### src/logic/wave_timer_consts.vh
// constants and register map of the dual-output waveform timer
//
// Overview of operation
// - single ramp: count 0..b_clear_compare then restart; period b_clear+1
// - single ramp: b_clear match clears both outputs; larger compares never act
// - single ramp: a_clear below a_set has no effect on output a
// - two ramp: ramp 0..a_clear then 0..b_clear; period sum of both plus two
// - two ramp: set values above their clear value are never reached
// - four ramp: ramps end at a_set, a_clear, b_set, b_clear in turn
// - dual slope: count down from b_clear to zero and up again
// - dual slope: a set on downward a_set match, cleared on upward match
// - dual slope: b set on upward b_set match, cleared on downward match
// - dual slope: a_clear compare is ignored
// - dual slope start: begin at b_clear going down, b stays off until first upward b_set match
// - enable low stops at once; end-cycle strobe stops at cycle end
// - event input acts only when enabled; fault by default, capture if action set
// - fault mode zero disables fault detection; four fault modes are defined
// - override after two to three clocks; asynchronous detection overrides at once
// - blanking on input a masks events until prescaled counter reaches delay value
// - blanking and output event share one delay circuit, never both
// - filter drops pulses under four clocks; changes pass after four clocks
// - asynchronous detection overrides outputs; flow changes after synchronising
// - asynchronous detection and filter must not both be enabled
// - strobes: update at cycle end, update now, restart, capture a or b
// - mode field selects counting; four ramp cycle passes dead a, on a, dead b, on b
`ifndef WAVE_TIMER_CONSTS_VH
`define WAVE_TIMER_CONSTS_VH

`define ADDR_CTRL      12'h000
`define ADDR_STROBE    12'h004
`define ADDR_EVCTRL    12'h008
`define ADDR_DLYCTRL   12'h00C
`define ADDR_DELAY_COUNT_VALUE    12'h010
`define ADDR_A_SET     12'h014
`define ADDR_A_CLR     12'h018
`define ADDR_B_SET     12'h01C
`define ADDR_B_CLR     12'h020
`define ADDR_STATUS    12'h024
`define ADDR_CAPT_A    12'h028
`define ADDR_CAPT_B    12'h02C

`define WG_ONE_RAMP    2'h0
`define WG_TWO_RAMP    2'h1
`define WG_FOUR_RAMP   2'h2
`define WG_DUAL_SLOPE  2'h3

`define PH_DTA         2'h0
`define PH_OTA         2'h1
`define PH_DTB         2'h2
`define PH_OTB         2'h3

`define FM_NONE        4'h0
`define FM_STOP_ALL    4'h4
`define FM_WAIT_SW     4'h7
`define FM_EDGE_HOLD   4'h9
`define FM_LEVEL_HOLD  4'hA

`define STB_SYNC_EOC   0
`define STB_SYNC       1
`define STB_RESTART    2
`define STB_CAPT_A     3
`define STB_CAPT_B     4
`define STB_DIS_EOC    5

`define FILT_LEN       4
`define CNT_ZERO       12'h000

`endif

### src/logic/wave_timer.v
// dual-output waveform timer with fault inputs and apb registers
//
// The address map and the APB interface to the registers are this design's own decisions.
`timescale 1ns/1ps
`default_nettype none
`include "wave_timer_consts.vh"

module wave_timer #(
   parameter CW = 12
) (
   input  wire          clk_sys,
   input  wire          sys_rst,
   input  wire          psel,
   input  wire          penable,
   input  wire          pwrite,
   input  wire [11:0]   paddr,
   input  wire [31:0]   pwdata,
   output wire [31:0]   prdata,
   output wire          pready,
   output wire          pslverr,
   input  wire          event_in_a,
   input  wire          event_in_b,
   output wire          wave_out_a,
   output wire          wave_out_b
);

   ////////////////////////////////////////////////////////////////////////////
   // registers
   reg              enable_reg;
   reg [1:0]        waveform_mode_field;
   reg [7:0]        evctrl_a_reg;
   reg [7:0]        evctrl_b_reg;
   reg [7:0]        dlyctrl_reg;
   reg [7:0]        delay_count_value_reg;
   reg [CW-1:0]     a_set_buf, a_clr_buf, b_set_buf, b_clr_buf;
   reg [CW-1:0]     a_set_compare, a_clear_compare, b_set_compare, b_clear_compare;
   reg              update_pend_reg;
   reg              dis_pend_reg;
   reg [CW-1:0]     capt_a_reg, capt_b_reg;
   reg [31:0]       prdata_reg;
   reg              rd_wait_reg;

   wire wr = psel & penable & pwrite;
   wire rd = psel & penable & ~pwrite;
   wire hit = (paddr[11:6] == 6'h00) && (paddr[5:2] <= 4'hB) && (paddr[1:0] == 2'h0);
   wire [5:0] strobe = (wr && paddr == `ADDR_STROBE) ? pwdata[5:0] : 6'h00;

   // reads take one wait state so that prdata comes from a flop at the ready edge
   assign pready  = ~rd | rd_wait_reg;
   assign pslverr = psel & penable & ~hit;
   assign prdata  = prdata_reg;

   // event control byte: [0] trigger_input_enable [1] action capture [2] filter
   // [3] async detect [7:4] fault_mode_field
   wire trig_en_a = evctrl_a_reg[0];
   wire trig_en_b = evctrl_b_reg[0];
   wire [3:0] fm_a = evctrl_a_reg[7:4];
   wire [3:0] fm_b = evctrl_b_reg[7:4];

   ////////////////////////////////////////////////////////////////////////////
   // input synchroniser, filter, blanking
   reg [1:0] sync_a, sync_b;
   reg [`FILT_LEN-1:0] hist_a, hist_b;
   reg filt_a, filt_b;
   reg prev_a, prev_b;

   always @(posedge clk_sys or posedge sys_rst) begin
      if (sys_rst) begin
         sync_a <= 2'h0;
         sync_b <= 2'h0;
         hist_a <= {`FILT_LEN{1'b0}};
         hist_b <= {`FILT_LEN{1'b0}};
         filt_a <= 1'b0;
         filt_b <= 1'b0;
      end else begin
         sync_a <= {sync_a[0], event_in_a};
         sync_b <= {sync_b[0], event_in_b};
         hist_a <= {hist_a[`FILT_LEN-2:0], sync_a[1]};
         hist_b <= {hist_b[`FILT_LEN-2:0], sync_b[1]};
         // a level passes only after four equal samples
         if (&hist_a)
            filt_a <= 1'b1;
         else if (~|hist_a)
            filt_a <= 1'b0;
         if (&hist_b)
            filt_b <= 1'b1;
         else if (~|hist_b)
            filt_b <= 1'b0;
      end
   end

   // blanking on input a: dlyctrl [1:0] select (1=blank) [3:2] trigger [5:4] prescale
   reg [7:0] presc_cnt;
   reg [7:0] dly_cnt;
   reg       blank_reg;
   wire blank_sel = (dlyctrl_reg[1:0] == 2'h1); // one circuit, blanking use only
   wire ph_edge;
   wire [7:0] presc_top = (8'h01 << dlyctrl_reg[5:4]) - 8'h01;

   // asynchronous detection takes the unfiltered path, so the two never combine
   wire raw_a = (evctrl_a_reg[2] & ~evctrl_a_reg[3]) ? filt_a : sync_a[1];
   wire raw_b = (evctrl_b_reg[2] & ~evctrl_b_reg[3]) ? filt_b : sync_b[1];
   wire ev_a = trig_en_a & raw_a & ~blank_reg;
   wire ev_b = trig_en_b & raw_b;
   wire cap_a_ev = ev_a & ~prev_a & evctrl_a_reg[1];
   wire cap_b_ev = ev_b & ~prev_b & evctrl_b_reg[1];
   // fault mode zero or capture action means no fault
   wire flt_a = ev_a & ~evctrl_a_reg[1] & (fm_a != `FM_NONE);
   wire flt_b = ev_b & ~evctrl_b_reg[1] & (fm_b != `FM_NONE);

   // last value of each qualified event, for edge detection
   always @(posedge clk_sys or posedge sys_rst) begin
      if (sys_rst) begin
         prev_a <= 1'b0;
         prev_b <= 1'b0;
      end else begin
         prev_a <= ev_a;
         prev_b <= ev_b;
      end
   end

   ////////////////////////////////////////////////////////////////////////////
   // counter and phase
   reg [CW-1:0] cnt_reg;
   reg [1:0]    phase_reg;
   reg          down_reg;
   reg          first_reg;
   reg          out_a_reg, out_b_reg;
   reg          halt_reg;
   reg          cut_a_reg, cut_b_reg;
   // one counter step at the counter's own width
   localparam [CW-1:0] CNT_STEP = {{(CW-1){1'b0}}, 1'b1};

   function [CW-1:0] ramp_top;
      input [1:0] mode;
      input [1:0] ph;
      input [CW-1:0] as, ac, bs, bc;
      begin
         case (mode)
            `WG_TWO_RAMP:  ramp_top = ph[1] ? bc : ac;
            `WG_FOUR_RAMP: case (ph)
                              `PH_DTA: ramp_top = as;
                              `PH_OTA: ramp_top = ac;
                              `PH_DTB: ramp_top = bs;
                              default: ramp_top = bc;
                           endcase
            default:       ramp_top = bc;
         endcase
      end
   endfunction

   wire [CW-1:0] top = ramp_top(waveform_mode_field, phase_reg, a_set_compare,
                                a_clear_compare, b_set_compare, b_clear_compare);
   wire dual = (waveform_mode_field == `WG_DUAL_SLOPE);
   wire at_top = (cnt_reg == top);
   wire cyc_end = enable_reg & ~halt_reg & (dual ? (~down_reg & at_top)
                  : (at_top && (waveform_mode_field == `WG_ONE_RAMP
                  || phase_reg == `PH_OTB || waveform_mode_field == `WG_TWO_RAMP
                  && phase_reg[1])));
   assign ph_edge = enable_reg & ~halt_reg & ~dual & at_top;

   // stop-and-wait mode halts counting until restart; level modes never halt
   wire halt_set = (flt_a && fm_a == `FM_WAIT_SW) || (flt_b && fm_b == `FM_WAIT_SW);
   wire stop_all = (flt_a && fm_a == `FM_STOP_ALL) || (flt_b && fm_b == `FM_STOP_ALL);
   wire edge_a = flt_a & ~prev_a;
   wire edge_b = flt_b & ~prev_b;

   // asynchronous override path bypasses the synchroniser
   wire async_a = evctrl_a_reg[3] & trig_en_a & ~evctrl_a_reg[1] & (fm_a != `FM_NONE)
                  & event_in_a;
   wire async_b = evctrl_b_reg[3] & trig_en_b & ~evctrl_b_reg[1] & (fm_b != `FM_NONE)
                  & event_in_b;
   wire kill_a = stop_all | halt_reg | cut_a_reg | (flt_a && fm_a == `FM_LEVEL_HOLD);
   wire kill_b = stop_all | halt_reg | cut_b_reg | (flt_b && fm_b == `FM_LEVEL_HOLD);
   assign wave_out_a = out_a_reg & enable_reg & ~kill_a & ~async_a & ~async_b;
   assign wave_out_b = out_b_reg & enable_reg & ~kill_b & ~async_a & ~async_b;

   always @(posedge clk_sys or posedge sys_rst) begin
      if (sys_rst) begin
         enable_reg          <= 1'b0;
         waveform_mode_field <= `WG_ONE_RAMP;
         evctrl_a_reg        <= 8'h00;
         evctrl_b_reg        <= 8'h00;
         dlyctrl_reg         <= 8'h00;
         delay_count_value_reg          <= 8'h00;
         a_set_buf           <= `CNT_ZERO;
         a_clr_buf           <= `CNT_ZERO;
         b_set_buf           <= `CNT_ZERO;
         b_clr_buf           <= `CNT_ZERO;
         a_set_compare       <= `CNT_ZERO;
         a_clear_compare     <= `CNT_ZERO;
         b_set_compare       <= `CNT_ZERO;
         b_clear_compare     <= `CNT_ZERO;
         update_pend_reg     <= 1'b0;
         dis_pend_reg        <= 1'b0;
         capt_a_reg          <= `CNT_ZERO;
         capt_b_reg          <= `CNT_ZERO;
         prdata_reg          <= 32'h00000000;
         rd_wait_reg         <= 1'b0;
         cnt_reg             <= `CNT_ZERO;
         phase_reg           <= `PH_DTA;
         down_reg            <= 1'b0;
         first_reg           <= 1'b0;
         out_a_reg           <= 1'b0;
         out_b_reg           <= 1'b0;
         halt_reg            <= 1'b0;
         cut_a_reg           <= 1'b0;
         cut_b_reg           <= 1'b0;
         presc_cnt           <= 8'h00;
         dly_cnt             <= 8'h00;
         blank_reg           <= 1'b0;
      end else begin
         // register writes; static fields only while disabled
         if (wr) begin
            case (paddr)
               `ADDR_CTRL: begin
                  enable_reg <= pwdata[0];
                  if (!enable_reg) waveform_mode_field <= pwdata[2:1];
                  if (pwdata[0] && !enable_reg) begin
                     a_set_compare   <= a_set_buf;
                     a_clear_compare <= a_clr_buf;
                     b_set_compare   <= b_set_buf;
                     b_clear_compare <= b_clr_buf;
                     down_reg        <= (pwdata[2:1] == `WG_DUAL_SLOPE);
                     cnt_reg         <= (pwdata[2:1] == `WG_DUAL_SLOPE) ? b_clr_buf
                                        : `CNT_ZERO;
                     first_reg       <= 1'b1;
                     phase_reg       <= `PH_DTA;
                  end
               end
               `ADDR_EVCTRL:  if (!enable_reg) begin
                  evctrl_a_reg <= pwdata[7:0];
                  evctrl_b_reg <= pwdata[15:8];
               end
               `ADDR_DLYCTRL: dlyctrl_reg <= pwdata[7:0];
               `ADDR_DELAY_COUNT_VALUE:  delay_count_value_reg  <= pwdata[7:0];
               `ADDR_A_SET:   a_set_buf   <= pwdata[CW-1:0];
               `ADDR_A_CLR:   a_clr_buf   <= pwdata[CW-1:0];
               `ADDR_B_SET:   b_set_buf   <= pwdata[CW-1:0];
               `ADDR_B_CLR:   b_clr_buf   <= pwdata[CW-1:0];
               default: ;
            endcase
         end
         rd_wait_reg <= rd & ~rd_wait_reg;
         if (rd && !rd_wait_reg) begin
            case (paddr)
               `ADDR_CTRL:    prdata_reg <= {29'h0, waveform_mode_field, enable_reg};
               `ADDR_EVCTRL:  prdata_reg <= {16'h0, evctrl_b_reg, evctrl_a_reg};
               `ADDR_DLYCTRL: prdata_reg <= {24'h0, dlyctrl_reg};
               `ADDR_DELAY_COUNT_VALUE:  prdata_reg <= {24'h0, delay_count_value_reg};
               `ADDR_A_SET:   prdata_reg <= {20'h0, a_set_buf};
               `ADDR_A_CLR:   prdata_reg <= {20'h0, a_clr_buf};
               `ADDR_B_SET:   prdata_reg <= {20'h0, b_set_buf};
               `ADDR_B_CLR:   prdata_reg <= {20'h0, b_clr_buf};
               `ADDR_STATUS:  prdata_reg <= {16'h0, cnt_reg, halt_reg, dis_pend_reg,
                                            update_pend_reg, enable_reg};
               `ADDR_CAPT_A:  prdata_reg <= {20'h0, capt_a_reg};
               `ADDR_CAPT_B:  prdata_reg <= {20'h0, capt_b_reg};
               default:       prdata_reg <= 32'h00000000;
            endcase
         end

         // command strobes
         if (strobe[`STB_SYNC] || (update_pend_reg && cyc_end)) begin
            a_set_compare   <= a_set_buf;
            a_clear_compare <= a_clr_buf;
            b_set_compare   <= b_set_buf;
            b_clear_compare <= b_clr_buf;
            update_pend_reg <= 1'b0;
         end
         if (strobe[`STB_SYNC_EOC] && enable_reg) update_pend_reg <= 1'b1;
         if (strobe[`STB_DIS_EOC] && enable_reg) dis_pend_reg <= 1'b1;
         if (strobe[`STB_CAPT_A] || cap_a_ev) capt_a_reg <= cnt_reg;
         if (strobe[`STB_CAPT_B] || cap_b_ev) capt_b_reg <= cnt_reg;

         // blanking delay: triggered at each ramp end, never in dual slope mode
         if (blank_sel && ph_edge) begin
            blank_reg <= (delay_count_value_reg != 8'h00);
            dly_cnt   <= 8'h00;
            presc_cnt <= 8'h00;
         end else if (blank_reg) begin
            presc_cnt <= (presc_cnt == presc_top) ? 8'h00 : presc_cnt + 8'h01;
            if (presc_cnt == presc_top) begin
               dly_cnt <= dly_cnt + 8'h01;
               if (dly_cnt + 8'h01 == delay_count_value_reg) blank_reg <= 1'b0;
            end
         end

         // fault effects on flow follow the synchronised event
         if (halt_set) halt_reg <= 1'b1;
         else if (strobe[`STB_RESTART]) halt_reg <= 1'b0;
         if (edge_a && fm_a == `FM_EDGE_HOLD && out_a_reg) cut_a_reg <= 1'b1;
         if (edge_b && fm_b == `FM_EDGE_HOLD && out_b_reg) cut_b_reg <= 1'b1;

         if (!enable_reg) begin
            out_a_reg <= 1'b0;
            out_b_reg <= 1'b0;
         end else if (strobe[`STB_RESTART]) begin
            cnt_reg   <= dual ? b_clear_compare : `CNT_ZERO;
            down_reg  <= dual;
            phase_reg <= `PH_DTA;
            out_a_reg <= 1'b0;
            out_b_reg <= 1'b0;
         end else if (!halt_reg) begin
            if (cyc_end && dis_pend_reg) begin
               enable_reg   <= 1'b0;
               dis_pend_reg <= 1'b0;
            end
            case (waveform_mode_field)
               `WG_DUAL_SLOPE: begin
                  // a_clear_compare is never consulted here
                  if (down_reg) begin
                     if (cnt_reg == a_set_compare) out_a_reg <= 1'b1;
                     if (cnt_reg == b_set_compare) out_b_reg <= 1'b0;
                     if (cnt_reg == `CNT_ZERO) down_reg <= 1'b0;
                     else cnt_reg <= cnt_reg - CNT_STEP;
                  end else begin
                     if (cnt_reg == a_set_compare) out_a_reg <= 1'b0;
                     if (cnt_reg == b_set_compare) begin
                        out_b_reg <= 1'b1;
                        first_reg <= 1'b0;
                     end
                     if (at_top) begin
                        down_reg  <= 1'b1;
                        cut_a_reg <= 1'b0;
                        cut_b_reg <= 1'b0;
                     end else cnt_reg <= cnt_reg + CNT_STEP;
                  end
               end
               `WG_ONE_RAMP: begin
                  if (cnt_reg == a_set_compare) out_a_reg <= 1'b1;
                  if (cnt_reg == a_clear_compare && a_clear_compare >= a_set_compare)
                     out_a_reg <= 1'b0;
                  if (cnt_reg == b_set_compare) out_b_reg <= 1'b1;
                  if (at_top) begin
                     out_a_reg <= 1'b0;
                     out_b_reg <= 1'b0;
                     cnt_reg   <= `CNT_ZERO;
                     cut_a_reg <= 1'b0;
                     cut_b_reg <= 1'b0;
                  end else cnt_reg <= cnt_reg + CNT_STEP;
               end
               `WG_TWO_RAMP: begin
                  // set compare above clear never matches as the ramp ends first
                  if (!phase_reg[1] && cnt_reg == a_set_compare) out_a_reg <= 1'b1;
                  if (phase_reg[1] && cnt_reg == b_set_compare) out_b_reg <= 1'b1;
                  if (at_top) begin
                     out_a_reg <= 1'b0;
                     out_b_reg <= 1'b0;
                     cnt_reg   <= `CNT_ZERO;
                     phase_reg <= phase_reg[1] ? `PH_DTA : `PH_DTB;
                     cut_a_reg <= 1'b0;
                     cut_b_reg <= 1'b0;
                  end else cnt_reg <= cnt_reg + CNT_STEP;
               end
               default: begin
                  // four ramps map onto dead a, on a, dead b, on b
                  if (at_top) begin
                     cnt_reg   <= `CNT_ZERO;
                     phase_reg <= phase_reg + 2'h1;
                     out_a_reg <= (phase_reg == `PH_DTA);
                     out_b_reg <= (phase_reg == `PH_DTB);
                     cut_a_reg <= 1'b0;
                     cut_b_reg <= 1'b0;
                  end else cnt_reg <= cnt_reg + CNT_STEP;
               end
            endcase
         end
      end
   end

endmodule
`default_nettype wire

### config.mk
export PLATFORM = sky130hd
export DESIGN_NAME = wave_timer
export DESIGN_NICKNAME = d
export VERILOG_FILES = /design/src/logic/wave_timer.v
export VERILOG_INCLUDE_DIRS = /design/src /design/src/logic
export SDC_FILE = /design/constraint.sdc
export NUM_CORES = 1
export LEC_CHECK = 0
export ABC_AREA = 1
export CORE_ASPECT_RATIO = 2
export CORE_MARGIN = 4
export CORE_UTILIZATION = 50
export DETAILED_ROUTE_END_ITERATION = 8
export DONT_BUFFER_PORTS = 1
export HOLD_SLACK_MARGIN = 0.1
export PLACE_DENSITY = 0.68
export SKIP_CTS_REPAIR_TIMING = 1
export SYNTH_ARGS = -nofsm -noshare
export SYNTH_HDL_FRONTEND = slang
export SYNTH_SLANG_ARGS = --single-unit
export TNS_END_PERCENT = 10
### constraint.sdc
create_clock -name clk_sys -period 8.1 [get_ports clk_sys]
set_input_delay 1.62 -clock clk_sys [delete_from_list [all_inputs] [get_ports clk_sys]]
set_output_delay 1.62 -clock clk_sys [all_outputs]
set_load 0.01 [all_outputs]
==> impl_metrics.ini <==
[floorplanning]
rows = 85
coreArea_mm2 = 0.0268
floorplan.initialDensity_pct = 50.5
dieArea_mm2 = 0.0299
ios = 87
dieWidth_um = 124
die_h_um = 241

[setup_path]
slowest_delay_ns = 0.77
path_delay_family = simple AND/OR/NAND/NOR gates
arrival_ns = 5.04
timing.critical_path.cells = inv_1, ha_1, nand2_2, o211ai_1, nand2_1, nand3_1, nand3_1, nor2_4, nand3_4, inv_4, nand4_4, nand3_4, buf_4, nand2_1, o21ai_2
endpoint_kind = flop
critPathKind = reg -> reg
cp-start-kind = flop
crit_fanout = 78
path_buf_inv = 3
cp_slowest_cell = buf_4
required_ns = 8.54

[outcome]
status = finished clean

[logic_synthesis]
synth_top_area_share_pct = 42.0
synthTopCellsByArea = dfrtp_1 42%, nand2_1 15%, o21ai_0 6.0%
async_reset_ff_share_pct = 100
netlist_area_mm2 = 0.0135
synth_compound_area_share_pct = 15.4
synthAdderAreaFrac_pct = 2.59
synth-xor-area-share_pct = 3.62
synth_top_family_by_area = simple AND/OR/NAND/NOR gates
synthCells = 1806
ys_seq_area_share_pct = 42.0
synth_simple_gate_area_share_pct = 26.8
synth-main-ff-cell = dfrtp_1
muxShareOfSynthArea_pct = 0
yosysWarningCount = 0
ys_seq_elements = 227
synth_edf_count = 0
syn_area_per_cell_um2 = 7.50
synth_top_area_cell = dfrtp_1
ys_types = 56

[routing]
drt_first_iter_violations = 844
drt-total-wl_mm = 45.6
ant_nets = 0
drt-wirelength-per-cell_um = 21.5
vias_per_cell = 5.76
routed-via-count = 12200
drc = 0
drt-pass1-iter-count = 5

[power]
power.switching_mw = 0.502
p_leak_nw = 6.70
sequentialPowerShare_pct = 52.3
cellPowerDensity_mw_per_mm2 = 153
power_mw = 2.18
pwr-share-clk_pct = 45.1
switching_share_pct = 23.0
p_int_mw = 1.68
combPwrFrac_pct = 2.6
peakVddDrop_mv = 0.169

[sta]
fin_crit_sh_pct = 56.8
slew_headroom_pct = 29.1
maxSlewViolCount = 0
finalSetupViolCount = 0
finalHoldViolCount = 0
min_period_ns = 4.60
rsz0062_at_grt = false
worstMarginPinSlew_ns = 1.06
max_freq_mhz = 217
fin_setup_tns_ns = 0
finalClockSkew_ns = 0.0172

[final_layout]
drive_above_1_share_pct = 6.47
largest_register_ff_count = 16
area_growth_syn_to_layout_pct = 5.49
nets = 1844
diodes = 0
final-seq-area_mm2 = 0.00568
fillCellCount = 2661
final_util_pct = 53.3
multi_input_area_mm2 = 0.00663
final_cell_count_no_fill = 2125

[placed_design]
gp_congestion = 0.979
dp_hpwl_mm = 34.3
portBuffers = 0
dp.cells = 2090

[cts]
clock-root-buffer = clkbuf_16
clkTransAtPathRegs_ns = 0.07
cts_tree = built
cts_made_buffers = 21
cts_buffer_depth = 3
htreeDepth = 1
clk_latency_ns = 0.52
cts.sinks = 227

[grt]
antenna_found_initial = 0
grt_pass1_wl_mm = 69.5
grt_max_degree = 144
grt_usage_pct = 30.0
grt-ovfl-total = 0
grt_pass1_vias = 12100

[hold_path]
hold_path.class = reg -> reg

[flow_run]
max_cap_violations = 0
metrics by stage:
step           setup slack, ns  cell area [µm²]  hold WS, ns
2_1_floorplan            0.260            13600        0.331
3_3_place_gp              3.61            13600        0.334
3_5_place_dp              3.57            13600        0.338
4_1_cts                   3.58            14300        0.354
5_1_grt                   3.17            14300        0.364
6_report                  3.50            14300        0.352
Yosys cell counts, drive strengths merged, types with 2 or more instances:
| library cell | n |
|---|---|
| ha | 28 |
| a31oi | 6 |
| inv | 204 |
| nor4 | 13 |
| nor2 | 117 |
| clkbuf | 45 |
| or2 | 4 |
| a21oi | 41 |
| o31ai | 2 |
| o21ai | 205 |
| o2111ai | 5 |
| clkinv | 5 |
| a32oi | 6 |
| nand3 | 90 |
| o211ai | 2 |
| a221oi | 11 |
| nor3 | 22 |
| nand3b | 4 |
| dfrtp | 227 |
| o22ai | 42 |
| nand2 | 551 |
| xor2 | 43 |
| a22o | 13 |
| nand4 | 48 |
| o21a | 2 |
| a311oi | 2 |
| buf | 46 |
| xnor2 | 13 |
area by class of cell:
| type | instances | share of cell area, % |
|---|---|---|
| multi-input cells | 1294 | 46.4 |
| repair buffers | 12 | 0.631 |
| flip-flops and latches | 227 | 39.8 |
| well taps | 348 | 3.05 |
| clock buffers | 28 | 4.07 |
| clock inverters | 7 | 0.473 |
| inverters | 209 | 5.56 |
metal layers:
metal / vias to the layer above / part of all wire [%] / GRT usage (%)
met5: - / 0 / 0
met4: 0 / 10 / 26.5
met3: 170 / 5.0 / 3.54
met2: 485 / 50 / 53.0
met1: 5791 / 34 / 31.2
li1: 5803 / - / -
cell usage in the layout, fill, tap and decap left out, drive strengths merged, types with 2 or more instances in the layout:
cell     Yosys  layout
buf         46      12
inv        204     206
dfrtp      227     227
conb         1      16
nand2      551     551
a21oi       41      41
xnor2       13      13
a311oi       2       2
nor4        13      13
o31ai        2       2
clkinv       5       9
nand4       48      48
o21a         2       2
o22ai       42      42
o2111ai      5       5
nor3        22      22
clkbuf      45      28
a32oi        6       6
o211ai       2       2
nand3       90      90
a22o        13      13
ha          28      28
nor2       117     117
or2          4       4
xor2        43      43
a221oi      11      11
a31oi        6       6
nand3b       4       4
o21ai      205     205
worst paths after layout:
path | start | slack (ns) | cells after the start | end
worst max register to register | waveform_mode_field[1] | 3.50 | 15 | b_set_compare[1]
worst min register to register | sync_b[0] | 0.35 | 0 | sync_b[1]
worst min-delay path | sync_b[0] | 0.35 | 0 | sync_b[1]
worst max-delay path | waveform_mode_field[1] | 3.50 | 15 | b_set_compare[1]
min in group asynchronous | sys_rst | 1.15 | 1 | a_clr_buf[6]
max in group asynchronous | sys_rst | 5.22 | 2 | cnt_reg[10]
power groups by stage:
stage,clock network (mW),logic (mW),registers (mW)
2_1_floorplan,0,0.0416,1.16
3_3_place_gp,0,0.0566,1.16
3_5_place_dp,0,0.0575,1.16
4_1_cts,0.997,0.0576,1.14
5_1_grt,1.04,0.0630,1.14
6_report,0.986,0.0563,1.14
kinds of logic after synthesis:
family,after synthesis
xor+xnor,56
buf+inv,300
flops,227
simple gates,852
fa+ha+maj,28
compound gates,342
other cells,1
(Power assumes the default switching activity.)
